--- src/hdl/lefc_defs.vh ---
// Purpose: Constants for the left effects filter coefficient bank
// Assumes: Register index times four gives the AXI4-Lite byte address
// Notes: Definitions only
`ifndef LEFC_DEFS_VH
`define LEFC_DEFS_VH

// Bus widths
`define LEFC_AW 8
`define LEFC_DW 32
`define LEFC_IW 6

// Register indices
`define LEFC_IDX_PAGE 6'h00
`define LEFC_IDX_NUM2_LO 6'h06
`define LEFC_IDX_NUM3_HI 6'h07
`define LEFC_IDX_NUM3_LO 6'h08
`define LEFC_IDX_NUM4_HI 6'h09
`define LEFC_IDX_NUM4_LO 6'h0a
`define LEFC_IDX_NUM5_HI 6'h0b
`define LEFC_IDX_NUM5_LO 6'h0c
`define LEFC_IDX_DEN1_HI 6'h0d
`define LEFC_IDX_DEN1_LO 6'h0e
`define LEFC_IDX_DEN2_HI 6'h0f
`define LEFC_IDX_STATUS 6'h20

// Field positions
`define LEFC_PAGE_BIT 0
`define LEFC_PEND_NUM3 0
`define LEFC_PEND_NUM4 1
`define LEFC_PEND_NUM5 2
`define LEFC_PEND_DEN1 3

// Reset values
`define LEFC_RST_NUM2_LO 8'h5d
`define LEFC_RST_NUM3_HI 8'h6b
`define LEFC_RST_NUM3_LO 8'he3
`define LEFC_RST_NUM4_HI 8'h96
`define LEFC_RST_NUM4_LO 8'h66
`define LEFC_RST_NUM5_HI 8'h67
`define LEFC_RST_NUM5_LO 8'h5d
`define LEFC_RST_DEN1_HI 8'h7d
`define LEFC_RST_DEN1_LO 8'h83
`define LEFC_RST_DEN2_HI 8'h84
`define LEFC_RST_PAGE 1'b0

// Responses
`define LEFC_RESP_OKAY 2'b00
`define LEFC_RESP_SLVERR 2'b10

`endif

--- src/hdl/lefc_axi_slave.v ---
// Purpose: AXI4-Lite slave front end, one write and one read at a time
// Assumes: Data 32 bits, register index from address bits 7:2
// Notes: Access pulses are combinational, responses are registered
`timescale 1ns/1ps
`include "lefc_defs.vh"
module lefc_axi_slave (
    // Clock and reset
    input wire ref_clk,
    input wire sys_rst,
    // Write address and data
    input wire [`LEFC_AW-1:0] s_axi_awaddr,
    input wire s_axi_awvalid,
    output reg s_axi_awready,
    input wire [`LEFC_DW-1:0] s_axi_wdata,
    input wire [3:0] s_axi_wstrb,
    input wire s_axi_wvalid,
    output reg s_axi_wready,
    // Write response
    output reg [1:0] s_axi_bresp,
    output reg s_axi_bvalid,
    input wire s_axi_bready,
    // Read address and data
    input wire [`LEFC_AW-1:0] s_axi_araddr,
    input wire s_axi_arvalid,
    output reg s_axi_arready,
    output reg [`LEFC_DW-1:0] s_axi_rdata,
    output reg [1:0] s_axi_rresp,
    output reg s_axi_rvalid,
    input wire s_axi_rready,
    // Register side
    output wire wr_en,
    output wire [`LEFC_IW-1:0] wr_idx,
    output wire [7:0] wr_byte,
    output wire wr_lane0,
    input wire wr_err,
    output wire rd_en,
    output wire [`LEFC_IW-1:0] rd_idx,
    input wire [7:0] rd_byte,
    input wire rd_err
);

    reg aw_full_q;
    reg w_full_q;
    reg ar_full_q;
    reg [`LEFC_AW-1:0] awaddr_q;
    reg [`LEFC_AW-1:0] araddr_q;
    reg [7:0] wbyte_q;
    reg lane0_q;
    reg aw_full_d;
    reg w_full_d;
    reg ar_full_d;
    reg bvalid_d;
    reg rvalid_d;

    assign wr_en = aw_full_q & w_full_q & ~s_axi_bvalid;
    assign wr_idx = awaddr_q[7:2];
    assign wr_byte = wbyte_q;
    assign wr_lane0 = lane0_q;
    assign rd_en = ar_full_q & ~s_axi_rvalid;
    assign rd_idx = araddr_q[7:2];

    always @* begin
        aw_full_d = aw_full_q;
        w_full_d = w_full_q;
        ar_full_d = ar_full_q;
        bvalid_d = s_axi_bvalid;
        rvalid_d = s_axi_rvalid;
        if (s_axi_awvalid & s_axi_awready) begin
            aw_full_d = 1'b1;
        end
        if (s_axi_wvalid & s_axi_wready) begin
            w_full_d = 1'b1;
        end
        if (wr_en) begin
            aw_full_d = 1'b0;
            w_full_d = 1'b0;
            bvalid_d = 1'b1;
        end else if (s_axi_bvalid & s_axi_bready) begin
            bvalid_d = 1'b0;
        end
        if (s_axi_arvalid & s_axi_arready) begin
            ar_full_d = 1'b1;
        end
        if (rd_en) begin
            ar_full_d = 1'b0;
            rvalid_d = 1'b1;
        end else if (s_axi_rvalid & s_axi_rready) begin
            rvalid_d = 1'b0;
        end
    end

    always @(posedge ref_clk) begin
        if (sys_rst) begin
            aw_full_q <= 1'b0;
            w_full_q <= 1'b0;
            ar_full_q <= 1'b0;
            awaddr_q <= 8'h00;
            araddr_q <= 8'h00;
            wbyte_q <= 8'h00;
            lane0_q <= 1'b0;
            s_axi_awready <= 1'b1;
            s_axi_wready <= 1'b1;
            s_axi_arready <= 1'b1;
            s_axi_bvalid <= 1'b0;
            s_axi_bresp <= `LEFC_RESP_OKAY;
            s_axi_rvalid <= 1'b0;
            s_axi_rresp <= `LEFC_RESP_OKAY;
            s_axi_rdata <= 32'h0000_0000;
        end else begin
            aw_full_q <= aw_full_d;
            w_full_q <= w_full_d;
            ar_full_q <= ar_full_d;
            s_axi_bvalid <= bvalid_d;
            s_axi_rvalid <= rvalid_d;
            // Ready drops while a slot is held or an answer waits
            s_axi_awready <= ~aw_full_d & ~bvalid_d;
            s_axi_wready <= ~w_full_d & ~bvalid_d;
            s_axi_arready <= ~ar_full_d & ~rvalid_d;
            if (s_axi_awvalid & s_axi_awready) begin
                awaddr_q <= s_axi_awaddr;
            end
            if (s_axi_wvalid & s_axi_wready) begin
                wbyte_q <= s_axi_wdata[7:0];
                lane0_q <= s_axi_wstrb[0];
            end
            if (s_axi_arvalid & s_axi_arready) begin
                araddr_q <= s_axi_araddr;
            end
            if (wr_en) begin
                s_axi_bresp <= wr_err ? `LEFC_RESP_SLVERR : `LEFC_RESP_OKAY;
            end
            if (rd_en) begin
                s_axi_rdata <= {24'h00_0000, rd_byte};
                s_axi_rresp <= rd_err ? `LEFC_RESP_SLVERR : `LEFC_RESP_OKAY;
            end
        end
    end

endmodule // lefc_axi_slave

--- src/hdl/lefc_coeff_pair.v ---
// Purpose: One 16-bit coefficient held as high and low bytes
// Assumes: High byte written first, low byte next
// Notes: The active value changes only on a low byte write
`timescale 1ns/1ps
module lefc_coeff_pair #(
    parameter [7:0] RST_HI = 8'h00,
    parameter [7:0] RST_LO = 8'h00
) (
    // Clock and reset
    input wire ref_clk,
    input wire sys_rst,
    // Byte writes
    input wire wr_hi,
    input wire wr_lo,
    input wire [7:0] wdata,
    // Stored bytes and state
    output reg [7:0] hi_q,
    output reg [7:0] lo_q,
    output reg signed [15:0] active_q,
    output reg pending_q
);

    always @(posedge ref_clk) begin
        if (sys_rst) begin
            hi_q <= RST_HI;
            lo_q <= RST_LO;
            active_q <= {RST_HI, RST_LO};
            pending_q <= 1'b0;
        end else begin
            if (wr_hi) begin
                hi_q <= wdata;
                pending_q <= 1'b1;
            end
            if (wr_lo) begin
                lo_q <= wdata;
                // Halves go live together, never mixed
                active_q <= {hi_q, wdata};
                pending_q <= wr_hi;
            end
        end
    end

endmodule // lefc_coeff_pair

--- src/hdl/lefc_coeff_regs.v ---
// Purpose: Left effects filter coefficient bank behind AXI4-Lite
// Assumes: Single clock ref_clk at 10 MHz, synchronous reset
// Notes: Coefficient bytes are mapped only while the page bit is one
//   Index 0 holds the page bit and is mapped on both pages
//   Index 32 flags pairs whose high byte awaits its low byte
//   Refused accesses answer SLVERR and change nothing
//   A write with strobe lane 0 clear stores nothing
//   A high byte reads back at once, before it goes live
//   Live pair values move on the edge that stores the low byte
//
// Notes on behaviour
// Each coefficient is a signed 16-bit value from high and low bytes.
// Coefficient bytes sit at indices 6 to 15 in the listed order.
// Third numerator low byte resets to 5d, read and write.
// Fourth numerator resets to 6b and e3, read and write.
// Fifth numerator resets to 96 and 66, read and write.
// Sixth numerator resets to 67 and 5d, read and write.
// First denominator resets to 7d and 83, read and write.
// Second denominator high byte resets to 84, read and write.
// Software writes high byte then low byte, always both.
// Coefficient bytes reachable only with page bit one; zero selects page 0.
// High byte waits for its low byte; halves never mix.
`timescale 1ns/1ps
`include "lefc_defs.vh"
module lefc_coeff_regs (
    // Clock and reset
    input wire ref_clk,
    input wire sys_rst,
    // AXI4-Lite write address
    input wire [`LEFC_AW-1:0] s_axi_awaddr,
    input wire s_axi_awvalid,
    output wire s_axi_awready,
    // AXI4-Lite write data
    input wire [`LEFC_DW-1:0] s_axi_wdata,
    input wire [3:0] s_axi_wstrb,
    input wire s_axi_wvalid,
    output wire s_axi_wready,
    // AXI4-Lite write response
    output wire [1:0] s_axi_bresp,
    output wire s_axi_bvalid,
    input wire s_axi_bready,
    // AXI4-Lite read address
    input wire [`LEFC_AW-1:0] s_axi_araddr,
    input wire s_axi_arvalid,
    output wire s_axi_arready,
    // AXI4-Lite read data
    output wire [`LEFC_DW-1:0] s_axi_rdata,
    output wire [1:0] s_axi_rresp,
    output wire s_axi_rvalid,
    input wire s_axi_rready,
    // Page state
    output reg page_sel_q,
    // Coefficients seen by the filter
    output reg [7:0] numerator_term_two_low_q,
    output wire signed [15:0] numerator_term_three_q,
    output wire signed [15:0] numerator_term_four_q,
    output wire signed [15:0] numerator_term_five_q,
    output wire signed [15:0] denominator_term_one_q,
    output reg [7:0] denominator_term_two_high_q
);

    // Register side of the bus front end
    wire wr_en;
    wire [`LEFC_IW-1:0] wr_idx;
    wire [7:0] wr_byte;
    wire wr_lane0;
    wire rd_en;
    wire [`LEFC_IW-1:0] rd_idx;
    reg wr_err;
    reg rd_err;
    reg [7:0] rd_byte;

    // Stored bytes of each pair
    wire [7:0] num3_hi;
    wire [7:0] num3_lo;
    wire [7:0] num4_hi;
    wire [7:0] num4_lo;
    wire [7:0] num5_hi;
    wire [7:0] num5_lo;
    wire [7:0] den1_hi;
    wire [7:0] den1_lo;
    wire [3:0] pending;
    wire [7:0] status_byte;

    // Byte write strobes
    wire wr_ok;
    wire wr_num3_hi;
    wire wr_num3_lo;
    wire wr_num4_hi;
    wire wr_num4_lo;
    wire wr_num5_hi;
    wire wr_num5_lo;
    wire wr_den1_hi;
    wire wr_den1_lo;
    wire wr_page;
    wire wr_num2_lo;
    wire wr_den2_hi;

    // Index lies in the paged coefficient window
    function is_coeff;
        input [`LEFC_IW-1:0] idx;
        begin
            is_coeff = (idx >= `LEFC_IDX_NUM2_LO) &&
                (idx <= `LEFC_IDX_DEN2_HI);
        end
    endfunction

    // Index is mapped for the current page
    function is_mapped;
        input [`LEFC_IW-1:0] idx;
        input page;
        begin
            is_mapped = (idx == `LEFC_IDX_PAGE) ||
                (idx == `LEFC_IDX_STATUS) ||
                (is_coeff(idx) && page);
        end
    endfunction

    // Strobe for one register byte
    function hit;
        input [`LEFC_IW-1:0] idx;
        input [`LEFC_IW-1:0] want;
        begin
            hit = (idx == want);
        end
    endfunction

    lefc_axi_slave u_bus (
        .ref_clk(ref_clk),
        .sys_rst(sys_rst),
        .s_axi_awaddr(s_axi_awaddr),
        .s_axi_awvalid(s_axi_awvalid),
        .s_axi_awready(s_axi_awready),
        .s_axi_wdata(s_axi_wdata),
        .s_axi_wstrb(s_axi_wstrb),
        .s_axi_wvalid(s_axi_wvalid),
        .s_axi_wready(s_axi_wready),
        .s_axi_bresp(s_axi_bresp),
        .s_axi_bvalid(s_axi_bvalid),
        .s_axi_bready(s_axi_bready),
        .s_axi_araddr(s_axi_araddr),
        .s_axi_arvalid(s_axi_arvalid),
        .s_axi_arready(s_axi_arready),
        .s_axi_rdata(s_axi_rdata),
        .s_axi_rresp(s_axi_rresp),
        .s_axi_rvalid(s_axi_rvalid),
        .s_axi_rready(s_axi_rready),
        .wr_en(wr_en),
        .wr_idx(wr_idx),
        .wr_byte(wr_byte),
        .wr_lane0(wr_lane0),
        .wr_err(wr_err),
        .rd_en(rd_en),
        .rd_idx(rd_idx),
        .rd_byte(rd_byte),
        .rd_err(rd_err)
    );

    // Lane 0 off means a mapped write stores nothing
    assign wr_ok = wr_en & wr_lane0 & ~wr_err;
    assign wr_num3_hi = wr_ok & hit(wr_idx, `LEFC_IDX_NUM3_HI);
    assign wr_num3_lo = wr_ok & hit(wr_idx, `LEFC_IDX_NUM3_LO);
    assign wr_num4_hi = wr_ok & hit(wr_idx, `LEFC_IDX_NUM4_HI);
    assign wr_num4_lo = wr_ok & hit(wr_idx, `LEFC_IDX_NUM4_LO);
    assign wr_num5_hi = wr_ok & hit(wr_idx, `LEFC_IDX_NUM5_HI);
    assign wr_num5_lo = wr_ok & hit(wr_idx, `LEFC_IDX_NUM5_LO);
    assign wr_den1_hi = wr_ok & hit(wr_idx, `LEFC_IDX_DEN1_HI);
    assign wr_den1_lo = wr_ok & hit(wr_idx, `LEFC_IDX_DEN1_LO);
    assign wr_page = wr_ok & hit(wr_idx, `LEFC_IDX_PAGE);
    assign wr_num2_lo = wr_ok & hit(wr_idx, `LEFC_IDX_NUM2_LO);
    assign wr_den2_hi = wr_ok & hit(wr_idx, `LEFC_IDX_DEN2_HI);

    // Pending flags of the four pairs, upper bits read zero
    assign status_byte = {4'h0, pending};

    // Page gate, write side
    always @* begin
        wr_err = 1'b0;
        if (!is_mapped(wr_idx, page_sel_q)) begin
            wr_err = 1'b1;
        end
    end

    // Page gate, read side; a refused read returns zero
    always @* begin
        rd_err = 1'b0;
        if (!is_mapped(rd_idx, page_sel_q)) begin
            rd_err = 1'b1;
        end
    end

    // Full pairs; software must send high then low to update
    lefc_coeff_pair #(
        .RST_HI(`LEFC_RST_NUM3_HI),
        .RST_LO(`LEFC_RST_NUM3_LO)
    ) u_num3 (
        .ref_clk(ref_clk),
        .sys_rst(sys_rst),
        .wr_hi(wr_num3_hi),
        .wr_lo(wr_num3_lo),
        .wdata(wr_byte),
        .hi_q(num3_hi),
        .lo_q(num3_lo),
        .active_q(numerator_term_three_q),
        .pending_q(pending[`LEFC_PEND_NUM3])
    );

    lefc_coeff_pair #(
        .RST_HI(`LEFC_RST_NUM4_HI),
        .RST_LO(`LEFC_RST_NUM4_LO)
    ) u_num4 (
        .ref_clk(ref_clk),
        .sys_rst(sys_rst),
        .wr_hi(wr_num4_hi),
        .wr_lo(wr_num4_lo),
        .wdata(wr_byte),
        .hi_q(num4_hi),
        .lo_q(num4_lo),
        .active_q(numerator_term_four_q),
        .pending_q(pending[`LEFC_PEND_NUM4])
    );

    lefc_coeff_pair #(
        .RST_HI(`LEFC_RST_NUM5_HI),
        .RST_LO(`LEFC_RST_NUM5_LO)
    ) u_num5 (
        .ref_clk(ref_clk),
        .sys_rst(sys_rst),
        .wr_hi(wr_num5_hi),
        .wr_lo(wr_num5_lo),
        .wdata(wr_byte),
        .hi_q(num5_hi),
        .lo_q(num5_lo),
        .active_q(numerator_term_five_q),
        .pending_q(pending[`LEFC_PEND_NUM5])
    );

    lefc_coeff_pair #(
        .RST_HI(`LEFC_RST_DEN1_HI),
        .RST_LO(`LEFC_RST_DEN1_LO)
    ) u_den1 (
        .ref_clk(ref_clk),
        .sys_rst(sys_rst),
        .wr_hi(wr_den1_hi),
        .wr_lo(wr_den1_lo),
        .wdata(wr_byte),
        .hi_q(den1_hi),
        .lo_q(den1_lo),
        .active_q(denominator_term_one_q),
        .pending_q(pending[`LEFC_PEND_DEN1])
    );

    // Page bit, reachable on either page
    always @(posedge ref_clk) begin
        if (sys_rst) begin
            page_sel_q <= `LEFC_RST_PAGE;
        end else if (wr_page) begin
            page_sel_q <= wr_byte[`LEFC_PAGE_BIT];
        end
    end

    // Lone bytes; their partners live outside this bank
    always @(posedge ref_clk) begin
        if (sys_rst) begin
            numerator_term_two_low_q <= `LEFC_RST_NUM2_LO;
        end else if (wr_num2_lo) begin
            numerator_term_two_low_q <= wr_byte;
        end
    end

    // No hold here, so the byte goes live at once
    always @(posedge ref_clk) begin
        if (sys_rst) begin
            denominator_term_two_high_q <= `LEFC_RST_DEN2_HI;
        end else if (wr_den2_hi) begin
            denominator_term_two_high_q <= wr_byte;
        end
    end

    // Read mux; unmapped or wrong page reads zero
    always @* begin
        rd_byte = 8'h00;
        if (!rd_err) begin
            case (rd_idx)
                `LEFC_IDX_PAGE: rd_byte = {7'h00, page_sel_q};
                `LEFC_IDX_STATUS: rd_byte = status_byte;
                `LEFC_IDX_NUM2_LO: rd_byte = numerator_term_two_low_q;
                `LEFC_IDX_NUM3_HI: rd_byte = num3_hi;
                `LEFC_IDX_NUM3_LO: rd_byte = num3_lo;
                `LEFC_IDX_NUM4_HI: rd_byte = num4_hi;
                `LEFC_IDX_NUM4_LO: rd_byte = num4_lo;
                `LEFC_IDX_NUM5_HI: rd_byte = num5_hi;
                `LEFC_IDX_NUM5_LO: rd_byte = num5_lo;
                `LEFC_IDX_DEN1_HI: rd_byte = den1_hi;
                `LEFC_IDX_DEN1_LO: rd_byte = den1_lo;
                `LEFC_IDX_DEN2_HI: rd_byte = denominator_term_two_high_q;
                default: rd_byte = 8'h00;
            endcase
        end
    end

endmodule // lefc_coeff_regs

--- config.mk ---
export PLATFORM = sky130hd
export DESIGN_NAME = lefc_coeff_regs
export DESIGN_NICKNAME = d
export VERILOG_FILES = /design/src/hdl/lefc_axi_slave.v /design/src/hdl/lefc_coeff_pair.v /design/src/hdl/lefc_coeff_regs.v
export VERILOG_INCLUDE_DIRS = /design/src /design/src/hdl
export SDC_FILE = /design/constraint.sdc
export NUM_CORES = 1
export LEC_CHECK = 0
export BUFFER_PORTS_ARGS = -buffer_cell sky130_fd_sc_hd__buf_2
export CAP_MARGIN = 20
export CORE_AREA = 2 2 116 118
export DETAILED_ROUTE_END_ITERATION = 6
export DIE_AREA = 0 0 118 120
export MAX_ROUTING_LAYER = met4
export PLACE_DENSITY = 0.79
export SLEW_MARGIN = 20
export SYNTH_ARGS = -nofsm -noshare
export SYNTH_HDL_FRONTEND = slang
export SYNTH_SLANG_ARGS = --single-unit
export TNS_END_PERCENT = 5
--- constraint.sdc ---
create_clock -name ref_clk -period 2.2 [get_ports ref_clk]
set_input_delay 0.22 -clock ref_clk [delete_from_list [all_inputs] [get_ports ref_clk]]
set_output_delay 0.22 -clock ref_clk [all_outputs]
set_load 0.05 [all_outputs]
==> flow_summary.yaml, run 1 <==
pwr:
  netSwitchingFraction: 0.239
  p_int_uw: 5070
  power_frac_clock: 0.473
  ir_drop_v: 0.000584
  p_seq_frac: 0.447
  p_switching_uw: 1590
  leakage_uw: 0.00319
  power_density_nw_per_um2: 825
  pwr-share-comb: 0.080
yosys:
  seq_area_frac_synth: 0.465
  synth-async-reset-ratio: 0
  ys.flop_type: "dfxtp_1"
  synth_common_cells: "156 x dfxtp_1, 142 x nand2_1, 90 x a21oi_1"
  synth-edff-count: 0
  netlist.area_leader.share: 0.465
  postSynthCellCount: 798
  avgSynthCellArea_sq_um: 8.42
  synth_warnings: 0
  synth_cell_type_count: 59
  ys_top_cells_by_area: "dfxtp_1 46%, nand2_1 7.9%, a21oi_1 6.7%"
  synth-seq-cells: 156
  synth_most_common_cell: "dfxtp_1"
  yosysTopAreaCell: "dfxtp_1"
  mappedNetlistArea_sq_um: 6720
sta:
  post-route-period-util: 0.935
  fin_tns_setup_ns: 0
  finalHoldViolCount: 0
  setup_viol: 0
  grt_setup_unrepaired: "no"
  slew_headroom: 0.555
  slew_violations: 0
  max_slew.worst_pin.slew_ns: 0.666
  fin_skew_ns: 0.00873
  fmax_mhz: 486
  min_period_ns: 2.06
worst_setup_path:
  reg2reg_from: "u_bus.s_axi_bvalid"
  critPathLaunchType: "flip-flop"
  crit_chain: "and4b_1 -> nand4_1 -> or4_1 -> buf_4 -> nand2_1 -> a21oi_1"
  r2r_cells: 6
  crit_fanout: 11
  end_kind: "flip-flop"
  worst_ep_arrival_time_ns: 2.36
  crit_buf_inv: 1
  timing_worst_setup_path_type: "reg2reg"
  required_ns: 2.50
  r2r-end: "u_num3.active_q[3]"
  cpMaxStageDelayCell: "or4_1"
  critPathMaxStageDelay_ns: 0.68
  crit_family: "simple AND/OR/NAND/NOR gates"
  rrSetupSlack_ns: 0.14
clocking:
  clk_pin_slew_ns: 0.06
  cts-root-buf: "clkbuf_16"
  cts.sinks: 156
  cts_tree: "built"
  cts_buffer_depth: 2
  htreeDepth: 4
  clk_latency_ns: 0.43
  numCtsBuffers: 17
die:
  io_pins: 181
  start_util: 0.518
  die_w_um: 118
  die-area_sq_um: 14200
  core-area_sq_um: 13000
  fp-row-count: 42
  die_h_um: 120
detailed_routing:
  drt-total-wl_um: 19300
  wire_per_inst_um: 17.6
  detail-route-antenna-nets: 0
  first_pass_iters: 7
  vias: 6132
  vias_per_cell: 5.59
  drc: 0
  first_iter_violations: 583
place:
  port_buffers: 123
  hpwl_um: 13900
  dpl_cell_area_sq_um: 7440
  gp_congestion: 0.951
global_routing:
  grt_pass1_vias: 5633
  grt_use_total: 0.285
  grt_max_degree: 60
  antenna_found_initial: 0
  grt_pass1_wl_um: 30300
  grt_remaining_overflow: 0
layout:
  final_area_sq_um: 8080
  n_antenna_cell: 0
  drive_gt1_frac: 0.219
  multi_input_area_sq_um: 3200
  fin_nets: 967
  nFillCells: 1197
  area_growth_syn_to_layout_pct: 20.2
  regArea_sq_um: 3120
hold_path:
  min_from: "s_axi_wdata[2]"
  hold_class: "in2reg"
  min_to: "u_bus.wr_byte[2]"
  worstHoldPathCells: 3
job:
  drv_cap: 0
run_status:
  outcome: "finished clean"
[cell type report]
cell class,instances,area share
Multi-Input combinational cell,571,0.396
Sequential cell,156,0.387
Timing Repair Buffer,156,0.109
Clock buffer,26,0.0630
Tap cell,176,0.0272
Clock inverter,6,0.0161
Inverter,6,0.00279
[cells in the final DEF (no fill, tap or decap), types with 3 or more instances in the layout]
master / instances
a22oi_1: 11
bufinv_16: 4
nor3_1: 35
nor2b_1: 11
a211o_1: 25
nor2_1: 71
nand2b_1: 7
o2bb2ai_1: 3
o21ai_0: 6
buf_2: 122
a32oi_1: 3
a22o_1: 7
nor4b_1: 4
a221oi_1: 9
a32o_1: 3
mux2i_1: 26
nand4_1: 4
and3_1: 4
conb_1: 26
clkbuf_1: 4
clkbuf_16: 17
dfxtp_1: 155
and4_1: 3
nand3_1: 19
nand2_1: 142
nand3b_1: 18
and2_1: 4
a21oi_1: 90
inv_1: 6
clkbuf_8: 5
nor4_1: 6
buf_4: 33
[routing by layer]
| layer | GRT usage | part of all wire |
|---|---|---|
| met5 | - | 0 |
| met4 | 0.115 | 0.031 |
| met3 | 0.0566 | 0.072 |
| met2 | 0.452 | 0.47 |
| met1 | 0.359 | 0.43 |
[worst max path at each step]
stage | start | endpoint | slack (ns) | cells after the start
2_1_floorplan | u_bus.s_axi_bvalid | u_num4.hi_q[4] | 0.15 | 7
3_5_place_dp | u_bus.s_axi_bvalid | u_num3.active_q[13] | 0.17 | 6
3_3_place_gp | u_bus.s_axi_bvalid | u_num3.active_q[3] | 0.22 | 6
6_report | u_bus.s_axi_bvalid | u_num3.active_q[3] | 0.14 | 6
5_1_grt | u_bus.w_full_q | u_num3.active_q[8] | 0.02 | 6
4_1_cts | u_bus.s_axi_bvalid | u_num3.active_q[14] | 0.16 | 6
[state kept, by name, indices dropped and copies added, names as in the netlist, 6 cells and up]
signal                       count
u_den1.active_q                  9
u_bus.wr_byte                    8
u_num5.active_q                 16
u_bus.awaddr_q                   6
numerator_term_two_low_q         8
u_den1.lo_q                      7
u_num4.hi_q                      8
u_bus.s_axi_rdata                8
u_num3.active_q                 16
u_num4.active_q                 16
u_den1.hi_q                      8
u_bus.araddr_q                   6
u_num3.hi_q                      8
u_num5.hi_q                      8
denominator_term_two_high_q      8
[cell families after synthesis]
| logic type | synth area share |
|---|---|
| flip-flops | 0.465 |
| AO/OA/AOI/OAI | 0.159 |
| other | 0.000558 |
| buffers and inverters | 0.0739 |
| AND/OR/NAND/NOR | 0.256 |
| multiplexers | 0.0454 |
[power by group through the flow]
stage          combinational [uW]  sequential, uW  clock [uW]
2_1_floorplan                 431            3020           0
3_3_place_gp                  521            3040           0
3_5_place_dp                  523            3040           0
4_1_cts                       525            2980        3170
5_1_grt                       570            2990        3300
6_report                      530            2980        3150
[worst min-delay path, stage by stage]
cell and delay, ns:
buf_2 0.09, nand2_1 0.04, a21oi_1 0.05
[repair_timing]
item | CTS | global route
resized for setup | 0 | 1
hold buffers | 0 | 0
setup endpoints to repair | 0 | 1
buffers inserted | 0 | 0
[metrics by stage]
step	setup WS, ns	utilization	hold slack, ns	total power [uW]	instances
global placement	0.222	0.573	0.439	3560	1065
global route	0.0196	0.623	0.0372	6860	1097
CTS	0.164	0.623	0.0207	6670	1097
finish	0.143	0.623	0.0298	6670	1097
floorplan	0.146	-	0.356	3450	823
detailed placement	0.175	0.573	0.443	3560	1065
Power figures use the tool's default switching activity.
==> run 2: changes to the inputs <==
- CORE_AREA: 2 2 116 118 -> 2 2 120 122
- DIE_AREA: 0 0 118 120 -> 0 0 122 124
- PLACE_DENSITY: 0.79 -> 0.78
- SYNTH_HIERARCHICAL: unset -> 1
==> flow_summary.yaml, run 2 <==
sta:
  min_period_ns: 2.11
  slew_violations: 0
  finalHoldViolCount: 0
  slew_headroom: 0.422
  setup_viol: 0
  fin_skew_ns: 0.00951
  setup_slack_ns: 0.0927
  whs_ns: 0.0314
  grt_setup_unrepaired: "no"
  post-route-period-util: 0.958
  fmax_mhz: 475
  max_slew.worst_pin.slew_ns: 0.864
worst_setup_path:
  path_depth: 6
  critical_path.endpoint: "u_bus/s_axi_rdata[3]"
  crit_chain: "or4_1 -> nor2_1 -> a31oi_1 -> a21oi_1 -> nand2_1 -> a21oi_1"
  required_ns: 2.56
  end_kind: "flip-flop"
  reg2reg_from: "u_bus/araddr_q[4]"
  r2r_cells: 6
  crit_buf_inv: 0
  timing_worst_setup_path_type: "reg2reg"
  crit_top_cell: "a21oi_1"
  rrSetupSlack_ns: 0.09
  r2r-end: "u_bus/s_axi_rdata[3]"
  crit_fanout: 9
  crit_family: "simple AND/OR/NAND/NOR gates"
  critPathMaxStageDelay_ns: 0.52
  critPathLaunchType: "flip-flop"
  startpoint: "u_bus/araddr_q[4]"
  worst_ep_arrival_time_ns: 2.46
  cpMaxStageDelayCell: "or4_1"
yosys:
  synth-seq-cells: 156
  postSynthCellCount: 719
  mappedNetlistArea_sq_um: 7160
  ys_top_cells_by_area: "dfxtp_1 44%, mux2i_1 8.2%, buf_4 6.6%"
  ys.flop_type: "dfxtp_1"
  netlist.area_leader.share: 0.436
  synth_warnings: 6
  seq_area_frac_synth: 0.436
  synth_common_cells: "156 x dfxtp_1, 66 x nor2_1, 63 x buf_4"
  synth-edff-count: 0
  yosysTopAreaCell: "dfxtp_1"
  synth_cell_type_count: 54
  synth_most_common_cell: "dfxtp_1"
  synth-async-reset-ratio: 0
  avgSynthCellArea_sq_um: 9.96
pwr:
  p_seq_frac: 0.467
  power_frac_clock: 0.460
  p_int_uw: 4760
  power_density_nw_per_um2: 768
  ir_drop_v: 0.000548
  netSwitchingFraction: 0.245
  leakage_uw: 0.00309
  pwr-share-comb: 0.073
  p_switching_uw: 1550
global_routing:
  grt_remaining_overflow: 0
  grt_use_total: 0.238
  grt_pass1_wl_um: 26600
  antenna_found_initial: 0
  grt_max_degree: 101
  grt_pass1_vias: 4959
die:
  die_h_um: 124
  die-area_sq_um: 15100
  core-area_sq_um: 13700
  io_pins: 181
  start_util: 0.522
  die_w_um: 122
  fp-row-count: 43
layout:
  area_growth_syn_to_layout_pct: 14.8
  fin_nets: 868
  multi_input_area_sq_um: 3370
  nFillCells: 1174
  regArea_sq_um: 3120
  final_cell_mix: "155 x dfxtp_1, 122 x buf_2, 65 x nor2_1"
  n_antenna_cell: 0
  drive_gt1_frac: 0.310
  final_common_cell: "dfxtp_1"
clocking:
  htreeDepth: 4
  clk_pin_slew_ns: 0.06
  cts_resized: 0
  numCtsBuffers: 17
  clk_latency_ns: 0.43
  postCtsHoldBufs: 0
  postCtsSetupRepairBufs: 0
  cts_tree: "built"
  cts_buffer_depth: 2
  cts-root-buf: "clkbuf_16"
  cts.sinks: 156
place:
  port_buffers: 123
  pre_cts_ws_ns: 0.164
  gp_congestion: 0.905
  hpwl_um: 11700
detailed_routing:
  vias_per_cell: 5.50
  detail-route-antenna-nets: 0
  first_iter_violations: 360
  first_pass_iters: 5
  drt-total-wl_um: 17200
  drc: 0
  vias: 5510
  wire_per_inst_um: 17.2
job:
  drv_cap: 0
hold_path:
  hold_class: "in2reg"
run_status:
  outcome: "finished clean"
## run 2: logic make-up (layout without fill, tap and decap cells)
group                  Yosys count  after routing  synth area share
and+or+nand+nor                249            249             0.190
muxes                           80             80             0.137
AOI/OAI and AO/OA              125            125             0.129
DFF                            156            156             0.436
buffers and inverters          108            186             0.108
other                            1             26          0.000524
## run 2: cell type report
type / instances / share of cell area
clock buffers: 23 / 0.0581
clock inverters: 9 / 0.0135
inverters: 8 / 0.00365
multi-input cells: 480 / 0.410
flip-flops and latches: 156 / 0.380
well taps: 180 / 0.0274
repair buffers: 146 / 0.107
## run 2: worst min path at each step
| stage | from | to | cells after the start | slack, ns |
|---|---|---|---|---|
| finish | s_axi_wdata[1] | u_bus/wr_byte[1] | 3 | 0.03 |
| global route | s_axi_wdata[1] | u_bus/wr_byte[1] | 3 | 0.04 |
| CTS | s_axi_wdata[1] | u_bus/wr_byte[1] | 3 | 0.02 |
| global placement | u_bus/s_axi_rdata[3] | u_bus/s_axi_rdata[3] | 2 | 0.45 |
| detailed placement | u_bus/s_axi_rdata[3] | u_bus/s_axi_rdata[3] | 2 | 0.45 |
| floorplan | s_axi_wstrb[0] | u_bus/wr_lane0 | 2 | 0.36 |
## run 2: worst reg2reg max path: cells and delay by family (launching register included)
kind / cells / cell delay (ns)
AO/OA/AOI/OAI: 3 / 0.72
flip-flops: 1 / 0.40
AND/OR/NAND/NOR: 3 / 0.92
## run 2: metrics by stage
stage / instances / total power (uW) / setup TNS (ns) / instance area [sq um] / utilization
floorplan: 744 / 3370 / -0.0671 / 7260 / -
global placement: 970 / 3460 / 0 / 7630 / 0.556
detailed placement: 970 / 3460 / 0 / 7630 / 0.556
CTS: 1002 / 6340 / 0 / 8220 / 0.599
global route: 1002 / 6510 / 0 / 8220 / 0.599
finish: 1002 / 6310 / 0 / 8220 / 0.599
## run 2: metal layers
| metal | track usage | routed length [um] |
|---|---|---|
| met1 | 0.309 | 7580 |
| met5 | - | 0 |
| met2 | 0.367 | 7990 |
| met3 | 0.0527 | 1240 |
| met4 | 0.0920 | 375 |
## run 2: power groups by stage
stage | combinational, uW | clock, uW | sequential (uW)
4_1_cts | 458 | 2940 | 2940
3_5_place_dp | 457 | 0 | 3000
6_report | 461 | 2910 | 2950
3_3_place_gp | 452 | 0 | 3000
2_1_floorplan | 365 | 0 | 3000
5_1_grt | 495 | 3070 | 2950
